`config.mk`:
```
export PLATFORM = sky130hd
export DESIGN_NAME = boie_exec
export DESIGN_NICKNAME = d
export VERILOG_FILES = /design/src/boie_bit_mask.v /design/src/boie_exec.v
export VERILOG_INCLUDE_DIRS = /design/src
export SDC_FILE = /design/constraint.sdc
export NUM_CORES = 1
export LEC_CHECK = 0
export BUFFER_PORTS_ARGS = -buffer_cell sky130_fd_sc_hd__buf_2
export CAP_MARGIN = 20
export CORE_MARGIN = 5
export CORE_UTILIZATION = 35
export DETAILED_ROUTE_END_ITERATION = 10
export GPL_TIMING_DRIVEN = 0
export SLEW_MARGIN = 20
export SYNTH_ARGS = -nofsm -noshare
export SYNTH_HDL_FRONTEND = slang
export SYNTH_HIERARCHICAL = 1
export SYNTH_SLANG_ARGS = --single-unit
```
`constraint.sdc`:
```
create_clock -name sys_clk -period 1.6 [get_ports sys_clk]
set_input_delay 0.08 -clock sys_clk [delete_from_list [all_inputs] [get_ports sys_clk]]
set_output_delay 0.08 -clock sys_clk [all_outputs]
set_load 0.02 [all_outputs]
```
`src/boie_defines.vh`:
```
`ifndef BOIE_DEFINES_VH
`define BOIE_DEFINES_VH

// Instruction word layout
`define BOIE_IW_W        14
`define BOIE_CLASS_HI    13
`define BOIE_CLASS_LO    12
`define BOIE_SUB_HI      11
`define BOIE_SUB_LO      10
`define BOIE_BIT_HI      9
`define BOIE_BIT_LO      7
`define BOIE_ADR_HI      6
`define BOIE_ADR_LO      0
`define BOIE_ADR_W       7
`define BOIE_BIT_W       3
`define BOIE_DAT_W       8

// Opcode values
`define BOIE_CLASS_BIT   2'h1
`define BOIE_SUB_CLR     2'h0
`define BOIE_SUB_SET     2'h1
`define BOIE_SUB_TSTZ    2'h2

// Reset values
`define BOIE_ADR_RST     7'h00
`define BOIE_DAT_RST     8'h00
`define BOIE_IW_RST      14'h0000

`endif

```
`src/boie_bit_mask.v`:
```
`include "boie_defines.vh"

module boie_bit_mask (
  // Bit position
  input  wire [`BOIE_BIT_W-1:0] bit_sel,
  // One-hot mask
  output wire [`BOIE_DAT_W-1:0] mask
);

  genvar i;

  // One decoder line per bit
  generate
    for (i = 0; i < `BOIE_DAT_W; i = i + 1) begin : g_mask
      localparam [`BOIE_BIT_W-1:0] POS = i;
      assign mask[i] = (bit_sel == POS);
    end
  endgenerate

endmodule

```
`src/boie_exec.v`:
```
`include "boie_defines.vh"

module boie_exec (
  // Clock and control
  input  wire                   sys_clk,
  input  wire                   rst_n,
  input  wire                   clk_en,
  // Instruction from fetch
  input  wire [`BOIE_IW_W-1:0]  instr,
  input  wire                   instr_valid,
  // Register file read port
  output wire [`BOIE_ADR_W-1:0] rf_raddr,
  input  wire [`BOIE_DAT_W-1:0] rf_rdata,
  // Register file write port
  output reg                    rf_we_r,
  output reg  [`BOIE_ADR_W-1:0] rf_waddr_r,
  output reg  [`BOIE_DAT_W-1:0] rf_wdata_r,
  // Pipeline status
  output reg                    skip_r,
  output reg                    nop_exec_r,
  output reg                    bit_op_r
);

  // Timing of one accepted word:
  //   edge 0 takes the word, read data is combinational
  //   edge 0 also loads the write strobe, address and data
  //   a zero test loads skip_r and enters the skip slot
  //   edge 1 drops the prefetched word and pulses nop_exec_r
  //   clk_en low holds every register, pulses included

  // Local states, one-hot
  localparam ST_RUN  = 2'b01;
  localparam ST_SKIP = 2'b10;

  // Sequencer state
  reg  [1:0]             state_r;
  reg  [1:0]             state_nxt;

  // Next values of the registered outputs
  reg                    we_nxt;
  reg  [`BOIE_DAT_W-1:0] wdata_nxt;
  reg                    skip_nxt;
  reg                    nop_nxt;
  reg                    bit_op_nxt;

  // Instruction fields
  wire [1:0]             op_class;
  wire [1:0]             op_sub;
  wire [`BOIE_BIT_W-1:0] bit_pos;
  wire [`BOIE_ADR_W-1:0] file_adr;

  // Decoded operation and selected bit
  wire [`BOIE_DAT_W-1:0] mask;
  wire [`BOIE_DAT_W-1:0] clr_data;
  wire [`BOIE_DAT_W-1:0] set_data;
  wire                   is_bit;
  wire                   op_clr;
  wire                   op_set;
  wire                   op_tstz;
  wire                   in_run;
  wire                   accept;
  wire                   op_wr;
  wire                   take_skip;
  wire                   sel_bit;

  // Field split
  assign op_class = instr[`BOIE_CLASS_HI:`BOIE_CLASS_LO];
  assign op_sub   = instr[`BOIE_SUB_HI:`BOIE_SUB_LO];
  assign bit_pos  = instr[`BOIE_BIT_HI:`BOIE_BIT_LO];
  assign file_adr = instr[`BOIE_ADR_HI:`BOIE_ADR_LO];

  // Opcode decode
  assign is_bit  = (op_class == `BOIE_CLASS_BIT);
  assign op_clr  = is_bit && (op_sub == `BOIE_SUB_CLR);
  assign op_set  = is_bit && (op_sub == `BOIE_SUB_SET);
  assign op_tstz = is_bit && (op_sub == `BOIE_SUB_TSTZ);

  // Prefetched word in the skip slot is never accepted
  assign in_run = (state_r == ST_RUN);
  assign accept = instr_valid && in_run;

  // Async read port follows the address field
  assign rf_raddr = file_adr;
  assign sel_bit  = |(rf_rdata & mask);

  // Write and skip qualifiers
  assign op_wr     = accept && (op_clr || op_set);
  assign take_skip = accept && op_tstz && !sel_bit;

  // Bit position to one-hot mask
  boie_bit_mask u_mask (
    .bit_sel (bit_pos),
    .mask    (mask)
  );

  // Per-bit modify: only the selected bit may change
  genvar k;
  generate
    for (k = 0; k < `BOIE_DAT_W; k = k + 1) begin : g_mod
      assign clr_data[k] = mask[k] ? 1'b0 : rf_rdata[k];
      assign set_data[k] = mask[k] ? 1'b1 : rf_rdata[k];
    end
  endgenerate

  // Sequencer next state
  always @* begin
    state_nxt = state_r;
    case (state_r)
      ST_RUN: begin
        if (take_skip) begin
          state_nxt = ST_SKIP;
        end
      end
      ST_SKIP: begin
        // Prefetched word dropped, no-op cycle
        state_nxt = ST_RUN;
      end
      default: begin
        state_nxt = ST_RUN;
      end
    endcase
  end

  // Write path: full-byte read-modify-write
  always @* begin
    we_nxt    = 1'b0;
    wdata_nxt = rf_rdata;
    if (op_wr) begin
      we_nxt = 1'b1;
      if (op_clr) begin
        wdata_nxt = clr_data;
      end else begin
        wdata_nxt = set_data;
      end
    end
  end

  // Skip, no-op slot and accepted-op pulses
  always @* begin
    skip_nxt   = 1'b0;
    nop_nxt    = 1'b0;
    bit_op_nxt = 1'b0;
    if (state_r == ST_SKIP) begin
      nop_nxt = 1'b1;
    end
    if (accept) begin
      bit_op_nxt = op_clr || op_set || op_tstz;
      if (take_skip) begin
        skip_nxt = 1'b1;
      end
    end
  end

  // Sequencer state register
  always @(posedge sys_clk) begin
    if (!rst_n) begin
      state_r <= ST_RUN;
    end else if (clk_en) begin
      state_r <= state_nxt;
    end
  end

  // Write strobe
  always @(posedge sys_clk) begin
    if (!rst_n) begin
      rf_we_r <= 1'b0;
    end else if (clk_en) begin
      rf_we_r <= we_nxt;
    end
  end

  // Write address
  always @(posedge sys_clk) begin
    if (!rst_n) begin
      rf_waddr_r <= `BOIE_ADR_RST;
    end else if (clk_en) begin
      rf_waddr_r <= file_adr;
    end
  end

  // Write data
  always @(posedge sys_clk) begin
    if (!rst_n) begin
      rf_wdata_r <= `BOIE_DAT_RST;
    end else if (clk_en) begin
      rf_wdata_r <= wdata_nxt;
    end
  end

  // Skip taken pulse
  always @(posedge sys_clk) begin
    if (!rst_n) begin
      skip_r <= 1'b0;
    end else if (clk_en) begin
      skip_r <= skip_nxt;
    end
  end

  // No-op slot pulse
  always @(posedge sys_clk) begin
    if (!rst_n) begin
      nop_exec_r <= 1'b0;
    end else if (clk_en) begin
      nop_exec_r <= nop_nxt;
    end
  end

  // Accepted bit op pulse
  always @(posedge sys_clk) begin
    if (!rst_n) begin
      bit_op_r <= 1'b0;
    end else if (clk_en) begin
      bit_op_r <= bit_op_nxt;
    end
  end

endmodule

```
== Yosys cells after proc, flatten, opt, wreduce, memory -nomap -nowiden ==
Index checks and enable logic that the tools add are counted.
Word-level totals
  bits of input ports: 26
  flip-flop bits (word level): 21
  logic and storage cells: 60
  output and inout port bits: 26
Operators by class
  equality and inequality tests: 13
  reduce and logical (&&, ||, !) cells: 14
  bitwise operators: 1
  multiplexer cells: 25
Operators with widths (number)
  1-bit two-way mux: 21
  8-bit two-way mux: 2
  3-bit equality test (second input constant): 4
  8-bit AND: 1
  8-bit OR reduction: 1
  1-bit logical AND: 7
  2-bit by 1-bit equality test with 1-bit output (second input constant): 3
  3-bit by 2-bit equality test with 1-bit output (second input constant): 2
  2-bit equality test (second input constant): 2
  2-bit two-way mux: 2
  3-bit by 1-bit equality test with 1-bit output (second input constant): 1
  3-bit logical NOT: 1
  2-bit logical NOT: 1
  1-bit logical OR: 2
  2-bit by 1-bit inequality test with 1-bit output (second input constant): 1
  2-bit AND reduction: 1
  1-bit logical NOT: 1

== Depth between registers and ports, before layout ==
Gate-level depths: netlist (run 1).
  depth in word-level cells: 7
  depth in mapped cells: 4
  mapped depth without buffers: 4

== Hierarchy ==
The synthesis (run 1) kept the hierarchy.
By module, submodules not included
  boie_exec: cells each 123, area an instance 1091.0 sq um, instances 1, sequential area each 420.4 sq um
  boie_bit_mask: cells each 8, area an instance 65.1 sq um, instances 1, sequential area each 0.0 sq um

== Least setup slack after synthesis (run 1) ==
Ideal clock, no wire load.
  path kind: reg-to-reg
  from: register state_r[1]
  to: register rf_wdata_r[7]
  data required time: 1.464 ns
  period minus slack after synthesis: 1.253 ns
  setup slack: 0.347 ns
  library setup time: 0.136 ns
  cell stages (with the launch flop): 5
  arrival time: 1.117 ns
  buffers on the path: 1
  cell sequence: dfxtp_1 > buf_6 > or4b_1 > o21ai_1 > a31oi_1
Between the ends
  word-level cells in the longest chain between the ends: 4
RTL lines
  from (decl): RTL line boie_exec.v:36  | reg [1:0] state_r;
  from (signal assigned): RTL line boie_exec.v:159  | state_r <= state_nxt;
  2-bit by 1-bit equality test with 1-bit output: RTL line boie_exec.v:79  | assign in_run = (state_r == ST_RUN);
  1-bit logical AND: RTL line boie_exec.v:80  | assign accept = instr_valid && in_run;
  1-bit logical AND: RTL line boie_exec.v:87  | assign op_wr = accept && (op_clr || op_set);
  8-bit two-way mux: RTL line boie_exec.v:128  | if (op_wr) begin
  to (signal assigned): RTL line boie_exec.v:184  | rf_wdata_r <= `BOIE_DAT_RST;
  to (signal assigned): RTL line boie_exec.v:186  | rf_wdata_r <= wdata_nxt;
  to (decl): RTL line boie_exec.v:17  | output reg [`BOIE_DAT_W-1:0] rf_wdata_r,
No other way between the ends.
A chain may end at the register's enable or synchronous reset.

== Final worst setup path (run 1) ==
Ends and elaborated chain as after synthesis.

==> flow_summary.html, run 1 <==
<table>
<tr><th>Metric</th><th>Value</th></tr>
<tr><th colspan="2">Synth</th></tr>
<tr><td>Yosys synthesis warning count</td><td>6</td></tr>
<tr><td>Asr flop ratio synth</td><td>0%</td></tr>
<tr><td>Number of storage elements in the synthesis netlist</td><td>21</td></tr>
<tr><td>Most area-consuming cells after synthesis</td><td>sky130_fd_sc_hd__dfxtp_1 36%, sky130_fd_sc_hd__or4b_1 6.9%, sky130_fd_sc_hd__mux2i_1 6.1%</td></tr>
<tr><td>Post-synthesis sequential area ratio</td><td>36.4%</td></tr>
<tr><td>Synthesized cell area</td><td>1160 µm²</td></tr>
<tr><td>Number of distinct library cell variants in the gate-level netlist after synthesis</td><td>30</td></tr>
<tr><td>Library cell with the highest instance count after synthesis</td><td>sky130_fd_sc_hd__dfxtp_1</td></tr>
<tr><td>Cell type with the highest aggregate area in the netlist</td><td>sky130_fd_sc_hd__dfxtp_1</td></tr>
<tr><td>Top-area cell type share of the netlist area</td><td>36.4%</td></tr>
<tr><td>Mean instance size in the synthesized netlist</td><td>8.83 µm²</td></tr>
<tr><td>Most frequently used flop master after synthesis</td><td>sky130_fd_sc_hd__dfxtp_1</td></tr>
<tr><td>Most frequent cells after synthesis</td><td>21 x sky130_fd_sc_hd__dfxtp_1, 10 x sky130_fd_sc_hd__nand4_1, 10 x sky130_fd_sc_hd__nor2b_1</td></tr>
<tr><td>Number of instances in the synthesized netlist</td><td>131</td></tr>
<tr><td>Syn_nets</td><td>157</td></tr>
<tr><td>Number of enable-type register cells in the synthesized netlist</td><td>0</td></tr>
<tr><th colspan="2">Placement</th></tr>
<tr><td>Number of I/O port buffers</td><td>50</td></tr>
<tr><td>Final Wtd Congestion</td><td>0.797</td></tr>
<tr><td>Setup slack at placement</td><td>0.144 ns</td></tr>
<tr><td>Post-DP HPWL</td><td>2420 µm</td></tr>
<tr><th colspan="2">Floorplanning</th></tr>
<tr><td>Overall die height</td><td>67.5 µm</td></tr>
<tr><td>Die X</td><td>67.5 µm</td></tr>
<tr><td>Starting Density</td><td>37.3%</td></tr>
<tr><td>Top Ports</td><td>52</td></tr>
<tr><td>Site row count</td><td>20</td></tr>
<tr><td>Die area</td><td>4550 µm²</td></tr>
<tr><td>Core Footprint</td><td>3100 µm²</td></tr>
<tr><th colspan="2">Clock tree</th></tr>
<tr><td>H-tree depth</td><td>1</td></tr>
<tr><td>CTS root buffer</td><td>sky130_fd_sc_hd__clkbuf_4</td></tr>
<tr><td>Clock transition at the registers of the reported paths</td><td>0.11 ns</td></tr>
<tr><td>Cts repair resizes</td><td>0</td></tr>
<tr><td>Number of buffers inserted by post-CTS setup repair</td><td>0</td></tr>
<tr><td>CTS tree</td><td>yes</td></tr>
<tr><td>Number of clock sinks seen by CTS</td><td>21</td></tr>
<tr><td>Hold Buf Count CTS</td><td>0</td></tr>
<tr><td>Clock buffer count from CTS</td><td>3</td></tr>
<tr><td>Longest Clk Path Bufs</td><td>2</td></tr>
<tr><td>Clock Latency Late Sink</td><td>0.30 ns</td></tr>
<tr><th colspan="2">Setup path</th></tr>
<tr><td>Critical path, cell by cell</td><td>buf_6 &gt; or4b_1 &gt; o21ai_1 &gt; a31oi_1</td></tr>
<tr><td>Type of destination of the critical path</td><td>register</td></tr>
<tr><td>Data arrival time of the worst path</td><td>1.54 ns</td></tr>
<tr><td>Top delay family on crit path</td><td>simple AND/OR/NAND/NOR gates</td></tr>
<tr><td>Bufs and invs on worst path</td><td>1</td></tr>
<tr><td>Required time worst endpoint</td><td>1.77 ns</td></tr>
<tr><td>Maximum cell stage delay along the critical path</td><td>0.51 ns</td></tr>
<tr><td>Startpoint types</td><td>register</td></tr>
<tr><td>Cell with the biggest individual delay on the critical path</td><td>sky130_fd_sc_hd__or4b_1</td></tr>
<tr><td>Kind of critical path</td><td>reg2reg</td></tr>
<tr><td>Critical Path Fanout Max</td><td>10</td></tr>
<tr><th colspan="2">STA</th></tr>
<tr><td>Summed negative setup slack over all endpoints</td><td>0 ns</td></tr>
<tr><td>Final clock period utilization by the worst path</td><td>85.5%</td></tr>
<tr><td>Number of endpoints failing setup at the final stage</td><td>0</td></tr>
<tr><td>Worst clock skew</td><td>0.00740 ns</td></tr>
<tr><td>Unrepaired setup endpoints after global routing</td><td>no</td></tr>
<tr><td>Final setup margin</td><td>0.231 ns</td></tr>
<tr><td>Min Tclk post-route</td><td>1.37 ns</td></tr>
<tr><td>Slew headroom</td><td>70.3%</td></tr>
<tr><td>Pins over their slew limit</td><td>0</td></tr>
<tr><td>Maximum clock frequency</td><td>0.731 GHz</td></tr>
<tr><td>Final hold violation count</td><td>0</td></tr>
<tr><td>Slew @ Worst Pin</td><td>0.445 ns</td></tr>
<tr><th colspan="2">Hold path</th></tr>
<tr><td>Hold/Removal Path Class</td><td>in2reg</td></tr>
<tr><th colspan="2">Final layout</th></tr>
<tr><td>Fraction of layout instances using a drive strength above 1</td><td>37.3%</td></tr>
<tr><td>Area delta synth-&gt;final</td><td>28.7%</td></tr>
<tr><td>Area occupied by multi-input gates</td><td>631 µm²</td></tr>
<tr><td>Number of antenna repair diodes</td><td>0</td></tr>
<tr><td>Filler cell count</td><td>355</td></tr>
<tr><td>Area taken by flip-flops and latches</td><td>420 µm²</td></tr>
<tr><td>End-of-flow core utilization</td><td>47.9%</td></tr>
<tr><td>Total number of nets in the final design</td><td>212</td></tr>
<tr><th colspan="2">Routing</th></tr>
<tr><td>First-pass DRT Iterations</td><td>4</td></tr>
<tr><td>Total wire length after detailed routing</td><td>2930 µm</td></tr>
<tr><td>Detailed-route wire length per cell</td><td>12.8 µm</td></tr>
<tr><td>Vias/cell</td><td>4.97</td></tr>
<tr><td>DRC errors left</td><td>0</td></tr>
<tr><td>Iteration-0 DRC Markers</td><td>41</td></tr>
<tr><td>Routed via count</td><td>1,137</td></tr>
<tr><td>Residual antenna-violating net count after detailed routing</td><td>0</td></tr>
<tr><th colspan="2">Power and ir drop</th></tr>
<tr><td>Combinational share of power</td><td>23.6%</td></tr>
<tr><td>Post-layout power</td><td>1.05 mW</td></tr>
<tr><td>Leakage</td><td>0.640 nW</td></tr>
<tr><td>NetSw</td><td>305 µW</td></tr>
<tr><td>Clock share of power</td><td>23.2%</td></tr>
<tr><td>Switching fraction of total power</td><td>29.0%</td></tr>
<tr><td>P_int</td><td>749 µW</td></tr>
<tr><td>IR Drop Worst-Case VDD</td><td>0.000211 V</td></tr>
<tr><td>Total power density per cell area</td><td>708 nW/µm²</td></tr>
<tr><td>Portion of total power attributed to sequential cells</td><td>53.1%</td></tr>
<tr><th colspan="2">Global routing</th></tr>
<tr><td>Via count of the first global-routing pass</td><td>1,064</td></tr>
<tr><td>Antenna violations before repair</td><td>0</td></tr>
<tr><td>Pin count of the biggest net entering global routing</td><td>12</td></tr>
<tr><td>Overall track demand over capacity in global routing</td><td>13.4%</td></tr>
<tr><td>Global route total overflow</td><td>0</td></tr>
<tr><td>First-pass GRT wire length</td><td>4800 µm</td></tr>
<tr><th colspan="2">Run</th></tr>
<tr><td>Max Cap Viol</td><td>0</td></tr>
<tr><th colspan="2">Run status</th></tr>
<tr><td>Outcome</td><td>finished, final reports clean</td></tr>
</table>
[through the flow]
step,instance area (µm²),cells,hold WS (ns)
floorplan,1160,131,0.250
global placement,1460,225,0.357
detailed placement,1460,225,0.363
CTS,1490,229,0.0392
global route,1490,229,0.0375
finish,1490,229,0.0507
[kinds of logic after synthesis]
group | after synthesis | synth area share (%)
AO/OA/AOI/OAI | 34 | 17.7
buffers and inverters | 18 | 9.09
flip-flops | 21 | 36.4
multiplexers | 7 | 6.06
AND/OR/NAND/NOR | 51 | 30.7
[cells in the final DEF, fill, tap and decap left out]
cell / count
sky130_fd_sc_hd__nand2_1: 5
sky130_fd_sc_hd__or4b_1: 8
sky130_fd_sc_hd__o31ai_1: 2
sky130_fd_sc_hd__o31a_1: 1
sky130_fd_sc_hd__nor3b_1: 3
sky130_fd_sc_hd__a21boi_0: 2
sky130_fd_sc_hd__o22ai_1: 1
sky130_fd_sc_hd__and3b_2: 3
sky130_fd_sc_hd__mux2i_1: 7
sky130_fd_sc_hd__and4bb_2: 1
sky130_fd_sc_hd__a22oi_1: 4
sky130_fd_sc_hd__o21ai_1: 7
sky130_fd_sc_hd__inv_1: 1
sky130_fd_sc_hd__nand2b_1: 3
sky130_fd_sc_hd__nor3_1: 1
sky130_fd_sc_hd__and2_1: 1
sky130_fd_sc_hd__nand4_1: 10
sky130_fd_sc_hd__nor2b_1: 10
sky130_fd_sc_hd__clkbuf_4: 3
sky130_fd_sc_hd__a31oi_1: 8
sky130_fd_sc_hd__buf_2: 53
sky130_fd_sc_hd__buf_6: 1
sky130_fd_sc_hd__nor2_1: 1
sky130_fd_sc_hd__and3_2: 1
sky130_fd_sc_hd__clkbuf_1: 7
sky130_fd_sc_hd__nand4b_1: 1
sky130_fd_sc_hd__nand3_1: 2
sky130_fd_sc_hd__and3_1: 1
sky130_fd_sc_hd__dfxtp_1: 21
sky130_fd_sc_hd__buf_4: 7
sky130_fd_sc_hd__o21ai_0: 9
[flip-flops by register name (all words and copies together) (netlist names)]
register    flops
rf_wdata_r      8
rf_waddr_r      7
state_r         2
bit_op_r        1
nop_exec_r      1
rf_we_r         1
skip_r          1
[final cells by class]
cell class / count / share of cell area [%]
plain buffers: 17 / 6.81
clock buffers: 4 / 1.77
inverters: 1 / 0.252
multi-input cells: 92 / 42.4
flip-flops and latches: 21 / 28.3
well taps: 44 / 3.70
repair buffers: 50 / 16.8
[layer usage]
layer,GRT usage [%],vias to the layer above,wire [µm]
met2,22.2,35,1350
met4,6.33,0,43
met5,0,-,0
met3,1.33,6,167
met1,17.4,496,1370
li1,-,600,-
[worst register-to-register path, cell delays in order (launching register included)]
cell and delay, ns:
sky130_fd_sc_hd__dfxtp_1 0.34, sky130_fd_sc_hd__buf_6 0.14, sky130_fd_sc_hd__or4b_1 0.51, sky130_fd_sc_hd__o21ai_1 0.15, sky130_fd_sc_hd__a31oi_1 0.10
[power by group through the flow]
stage | registers, mW | clock network, mW | logic, mW
2_1_floorplan | 0.603 | 0 | 0.119
3_3_place_gp | 0.571 | 0 | 0.247
3_5_place_dp | 0.572 | 0 | 0.250
4_1_cts | 0.561 | 0.262 | 0.251
5_1_grt | 0.564 | 0.287 | 0.273
6_report | 0.560 | 0.245 | 0.249
[path summary, 6_finish.rpt]
path,from,endpoint,slack [ns],cells after the start
max,state_r[1],rf_wdata_r[7],0.23,4
min,instr[1],rf_waddr_r[1],0.05,3
max reg2reg,state_r[1],rf_wdata_r[7],0.23,4
min reg2reg,skip_r,skip_r,0.46,2
No activity file was read; power rests on OpenSTA's default activity.
==> run 2: changes to the inputs <==
- HOLD_SLACK_MARGIN: default -> 0.1
==> flow_summary.html, run 2 (synthesis results as in run 1) <==
<table>
<tr><th>Metric</th><th>Value</th></tr>
<tr><th colspan="2">Routing</th></tr>
<tr><td>DRC errors left</td><td>0 (unchanged)</td></tr>
<tr><td>Detailed-route wire length per cell</td><td>12.6 µm (-1.4%)</td></tr>
<tr><td>Residual antenna-violating net count after detailed routing</td><td>0 (unchanged)</td></tr>
<tr><td>Iteration-0 DRC Markers</td><td>48 (+17%)</td></tr>
<tr><td>Routed via count</td><td>1,212 (+6.6%)</td></tr>
<tr><td>First-pass DRT Iterations</td><td>7 (+3)</td></tr>
<tr><td>Vias/cell</td><td>4.97 (about the same)</td></tr>
<tr><td>Total wire length after detailed routing</td><td>3080 µm (+5.0%)</td></tr>
<tr><th colspan="2">Global routing</th></tr>
<tr><td>Global route total overflow</td><td>0 (unchanged)</td></tr>
<tr><td>First-pass GRT wire length</td><td>5040 µm (+5.0%)</td></tr>
<tr><td>GRT met3 Usage</td><td>1.66% (+0.33 points)</td></tr>
<tr><td>Global-route track usage on met1</td><td>17.5% (+0.10 points)</td></tr>
<tr><td>Busiest grt layer</td><td>met2</td></tr>
<tr><td>Global-route track usage on met2</td><td>24.2% (+1.9 points)</td></tr>
<tr><td>Antenna violations before repair</td><td>0 (unchanged)</td></tr>
<tr><td>Via count of the first global-routing pass</td><td>1,146 (+7.7%)</td></tr>
<tr><td>Pin count of the biggest net entering global routing</td><td>12 (unchanged)</td></tr>
<tr><td>Overall track demand over capacity in global routing</td><td>14.1% (+0.66 points)</td></tr>
<tr><th colspan="2">Setup path</th></tr>
<tr><td>Required time worst endpoint</td><td>1.76 ns (about the same)</td></tr>
<tr><td>Type of destination of the critical path</td><td>register</td></tr>
<tr><td>Maximum cell stage delay along the critical path</td><td>0.51 ns (about the same)</td></tr>
<tr><td>Startpoint types</td><td>register</td></tr>
<tr><td>Critical path, cell by cell</td><td>buf_6 &gt; or4b_1 &gt; o21ai_1 &gt; a31oi_1</td></tr>
<tr><td>Kind of critical path</td><td>reg2reg</td></tr>
<tr><td>Worst setup slack for register-to-register paths</td><td>0.22 ns (about the same)</td></tr>
<tr><td>Data arrival time of the worst path</td><td>1.55 ns (about the same)</td></tr>
<tr><td>Cell with the biggest individual delay on the critical path</td><td>sky130_fd_sc_hd__or4b_1</td></tr>
<tr><td>Critical Path Fanout Max</td><td>10 (unchanged)</td></tr>
<tr><th colspan="2">Run status</th></tr>
<tr><td>Outcome</td><td>finished, final reports clean</td></tr>
<tr><th colspan="2">Placement</th></tr>
<tr><td>Final Wtd Congestion</td><td>0.797 (unchanged)</td></tr>
<tr><td>Setup slack at placement</td><td>0.144 ns (unchanged)</td></tr>
<tr><td>Placed cell count</td><td>225 (unchanged)</td></tr>
<tr><td>Post-DP HPWL</td><td>2420 µm (unchanged)</td></tr>
<tr><td>Number of I/O port buffers</td><td>50 (unchanged)</td></tr>
<tr><th colspan="2">Floorplanning</th></tr>
<tr><td>Overall die height</td><td>67.5 µm (unchanged)</td></tr>
<tr><td>Starting Density</td><td>37.3% (unchanged)</td></tr>
<tr><td>Die area</td><td>4550 µm² (unchanged)</td></tr>
<tr><td>Top Ports</td><td>52 (unchanged)</td></tr>
<tr><td>Site row count</td><td>20 (unchanged)</td></tr>
<tr><td>Die X</td><td>67.5 µm (unchanged)</td></tr>
<tr><td>Core Footprint</td><td>3100 µm² (unchanged)</td></tr>
<tr><th colspan="2">Clock tree</th></tr>
<tr><td>H-tree depth</td><td>1 (unchanged)</td></tr>
<tr><td>Cts repair resizes</td><td>0 (unchanged)</td></tr>
<tr><td>Clock transition at the registers of the reported paths</td><td>0.11 ns (about the same)</td></tr>
<tr><td>Clock buffer count from CTS</td><td>3 (unchanged)</td></tr>
<tr><td>Longest Clk Path Bufs</td><td>2 (unchanged)</td></tr>
<tr><td>Clock Latency Late Sink</td><td>0.30 ns (about the same)</td></tr>
<tr><td>CTS root buffer</td><td>sky130_fd_sc_hd__clkbuf_4</td></tr>
<tr><td>Number of clock sinks seen by CTS</td><td>21 (unchanged)</td></tr>
<tr><td>Number of buffers inserted by post-CTS setup repair</td><td>0 (unchanged)</td></tr>
<tr><td>CTS tree</td><td>yes</td></tr>
<tr><th colspan="2">STA</th></tr>
<tr><td>Pins over their slew limit</td><td>0 (unchanged)</td></tr>
<tr><td>Slew headroom</td><td>69.7% (-0.64 points)</td></tr>
<tr><td>Min Tclk post-route</td><td>1.38 ns (+0.0147 ns)</td></tr>
<tr><td>Final clock period utilization by the worst path</td><td>86.5% (+0.92 points)</td></tr>
<tr><td>Unrepaired setup endpoints after global routing</td><td>no</td></tr>
<tr><td>Worst clock skew</td><td>0.00748 ns (+0.0000779 ns)</td></tr>
<tr><td>Worst hold margin</td><td>0.112 ns (+0.0616 ns)</td></tr>
<tr><td>Number of endpoints failing setup at the final stage</td><td>0 (unchanged)</td></tr>
<tr><td>Final setup margin</td><td>0.217 ns (-0.0147 ns)</td></tr>
<tr><td>Summed negative setup slack over all endpoints</td><td>0 ns (unchanged)</td></tr>
<tr><td>Maximum clock frequency</td><td>0.723 GHz (-1.1%)</td></tr>
<tr><td>Final hold violation count</td><td>0 (unchanged)</td></tr>
<tr><td>Slew @ Worst Pin</td><td>0.454 ns (+0.00955 ns)</td></tr>
<tr><th colspan="2">Run</th></tr>
<tr><td>Max Cap Viol</td><td>0 (unchanged)</td></tr>
<tr><th colspan="2">Final layout</th></tr>
<tr><td>Most flops, register</td><td>rf_wdata_r</td></tr>
<tr><td>Area delta synth-&gt;final</td><td>41.7%</td></tr>
<tr><td>Most used cells in the layout excluding fill and tap cells</td><td>53 x sky130_fd_sc_hd__buf_2, 21 x sky130_fd_sc_hd__dfxtp_1, 15 x sky130_fd_sc_hd__dlygate4sd3_1, 10 x sky130_fd_sc_hd__nor2b_1, 10 x sky130_fd_sc_hd__nand4_1</td></tr>
<tr><td>Non-Filler Instances</td><td>244 (+6.6%)</td></tr>
<tr><td>Fraction of layout instances using a drive strength above 1</td><td>34.5% (-2.8 points)</td></tr>
<tr><td>Total number of nets in the final design</td><td>227 (+7.1%)</td></tr>
<tr><td>Largest registers</td><td>rf_wdata_r: 8 flops, rf_waddr_r: 7 flops, state_r: 2 flops</td></tr>
<tr><td>Number of antenna repair diodes</td><td>0 (unchanged)</td></tr>
<tr><td>Most frequent standard cell in the layout excluding fill and tap cells</td><td>sky130_fd_sc_hd__buf_2</td></tr>
<tr><td>Flip-flop count of the largest register, all copies and words added</td><td>8 (unchanged)</td></tr>
<tr><th colspan="2">Power and ir drop</th></tr>
<tr><td>IR Drop Worst-Case VDD</td><td>0.000214 V (+1.5%)</td></tr>
<tr><td>Total power density per cell area</td><td>661 nW/µm² (-6.6%)</td></tr>
<tr><td>Leakage</td><td>0.703 nW (+9.8%)</td></tr>
<tr><th colspan="2">Hold path</th></tr>
<tr><td>Hold/Removal Path Class</td><td>in2reg</td></tr>
</table>
## run 2: cell count changes in the layout (fill, tap and decap cells not counted), sizes merged
cell         change
dlygate4sd3     +15
## run 2: timing repair
| item | CTS | global route |
|---|---|---|
| hold buffers | 15 | 0 |
| hold endpoints to repair | 15 | 0 |
| setup endpoints to repair | 0 | 0 |
## run 2: where the power goes
part | internal (mW) | switching (mW)
Combinational | 0.127 | 0.151
Clock | 0.0970 | 0.149
Sequential | 0.548 | 0.0116
## run 2: worst paths after layout
path,start,end,cells after the start
setup / recovery,state_r[1],rf_wdata_r[2],4
hold / removal,clk_en,skip_r,4
setup reg to reg,state_r[1],rf_wdata_r[2],4
hold reg to reg,skip_r,skip_r,2
## run 2: critical path: cells and delay by family (launching register included)
kind / cells / cell delay (ns)
and+or+nand+nor: 1 / 0.51
DFF: 1 / 0.34
AOI/OAI and AO/OA: 2 / 0.27
buffers and inverters: 1 / 0.13
## run 2: layout make-up
type,count,area (µm²)
clock buffers,4,26.3
flip-flops and latches,21,420
inverters,1,3.75
fillers,332,1470
well taps,44,55.1
multi-input cells,92,631
repair buffers,65,400
plain buffers,17,101
## run 2: stage by stage
stage	instance area, µm²	power (mW)	utilization (%)
4_1_cts	1640	1.10	52.8
3_3_place_gp	1460	0.817	47.1
5_1_grt	1640	1.16	52.8
3_5_place_dp	1460	0.822	47.1
2_1_floorplan	1160	0.723	-
6_report	1640	1.08	52.8
## run 2: per-layer routing
metal	vias to the layer above	routed length [µm]	share of wire (%)
met2	52	1430	46
met1	523	1390	45
met3	8	215	7.0
met5	-	0	0
li1	629	-	-
met4	0	41	1.3
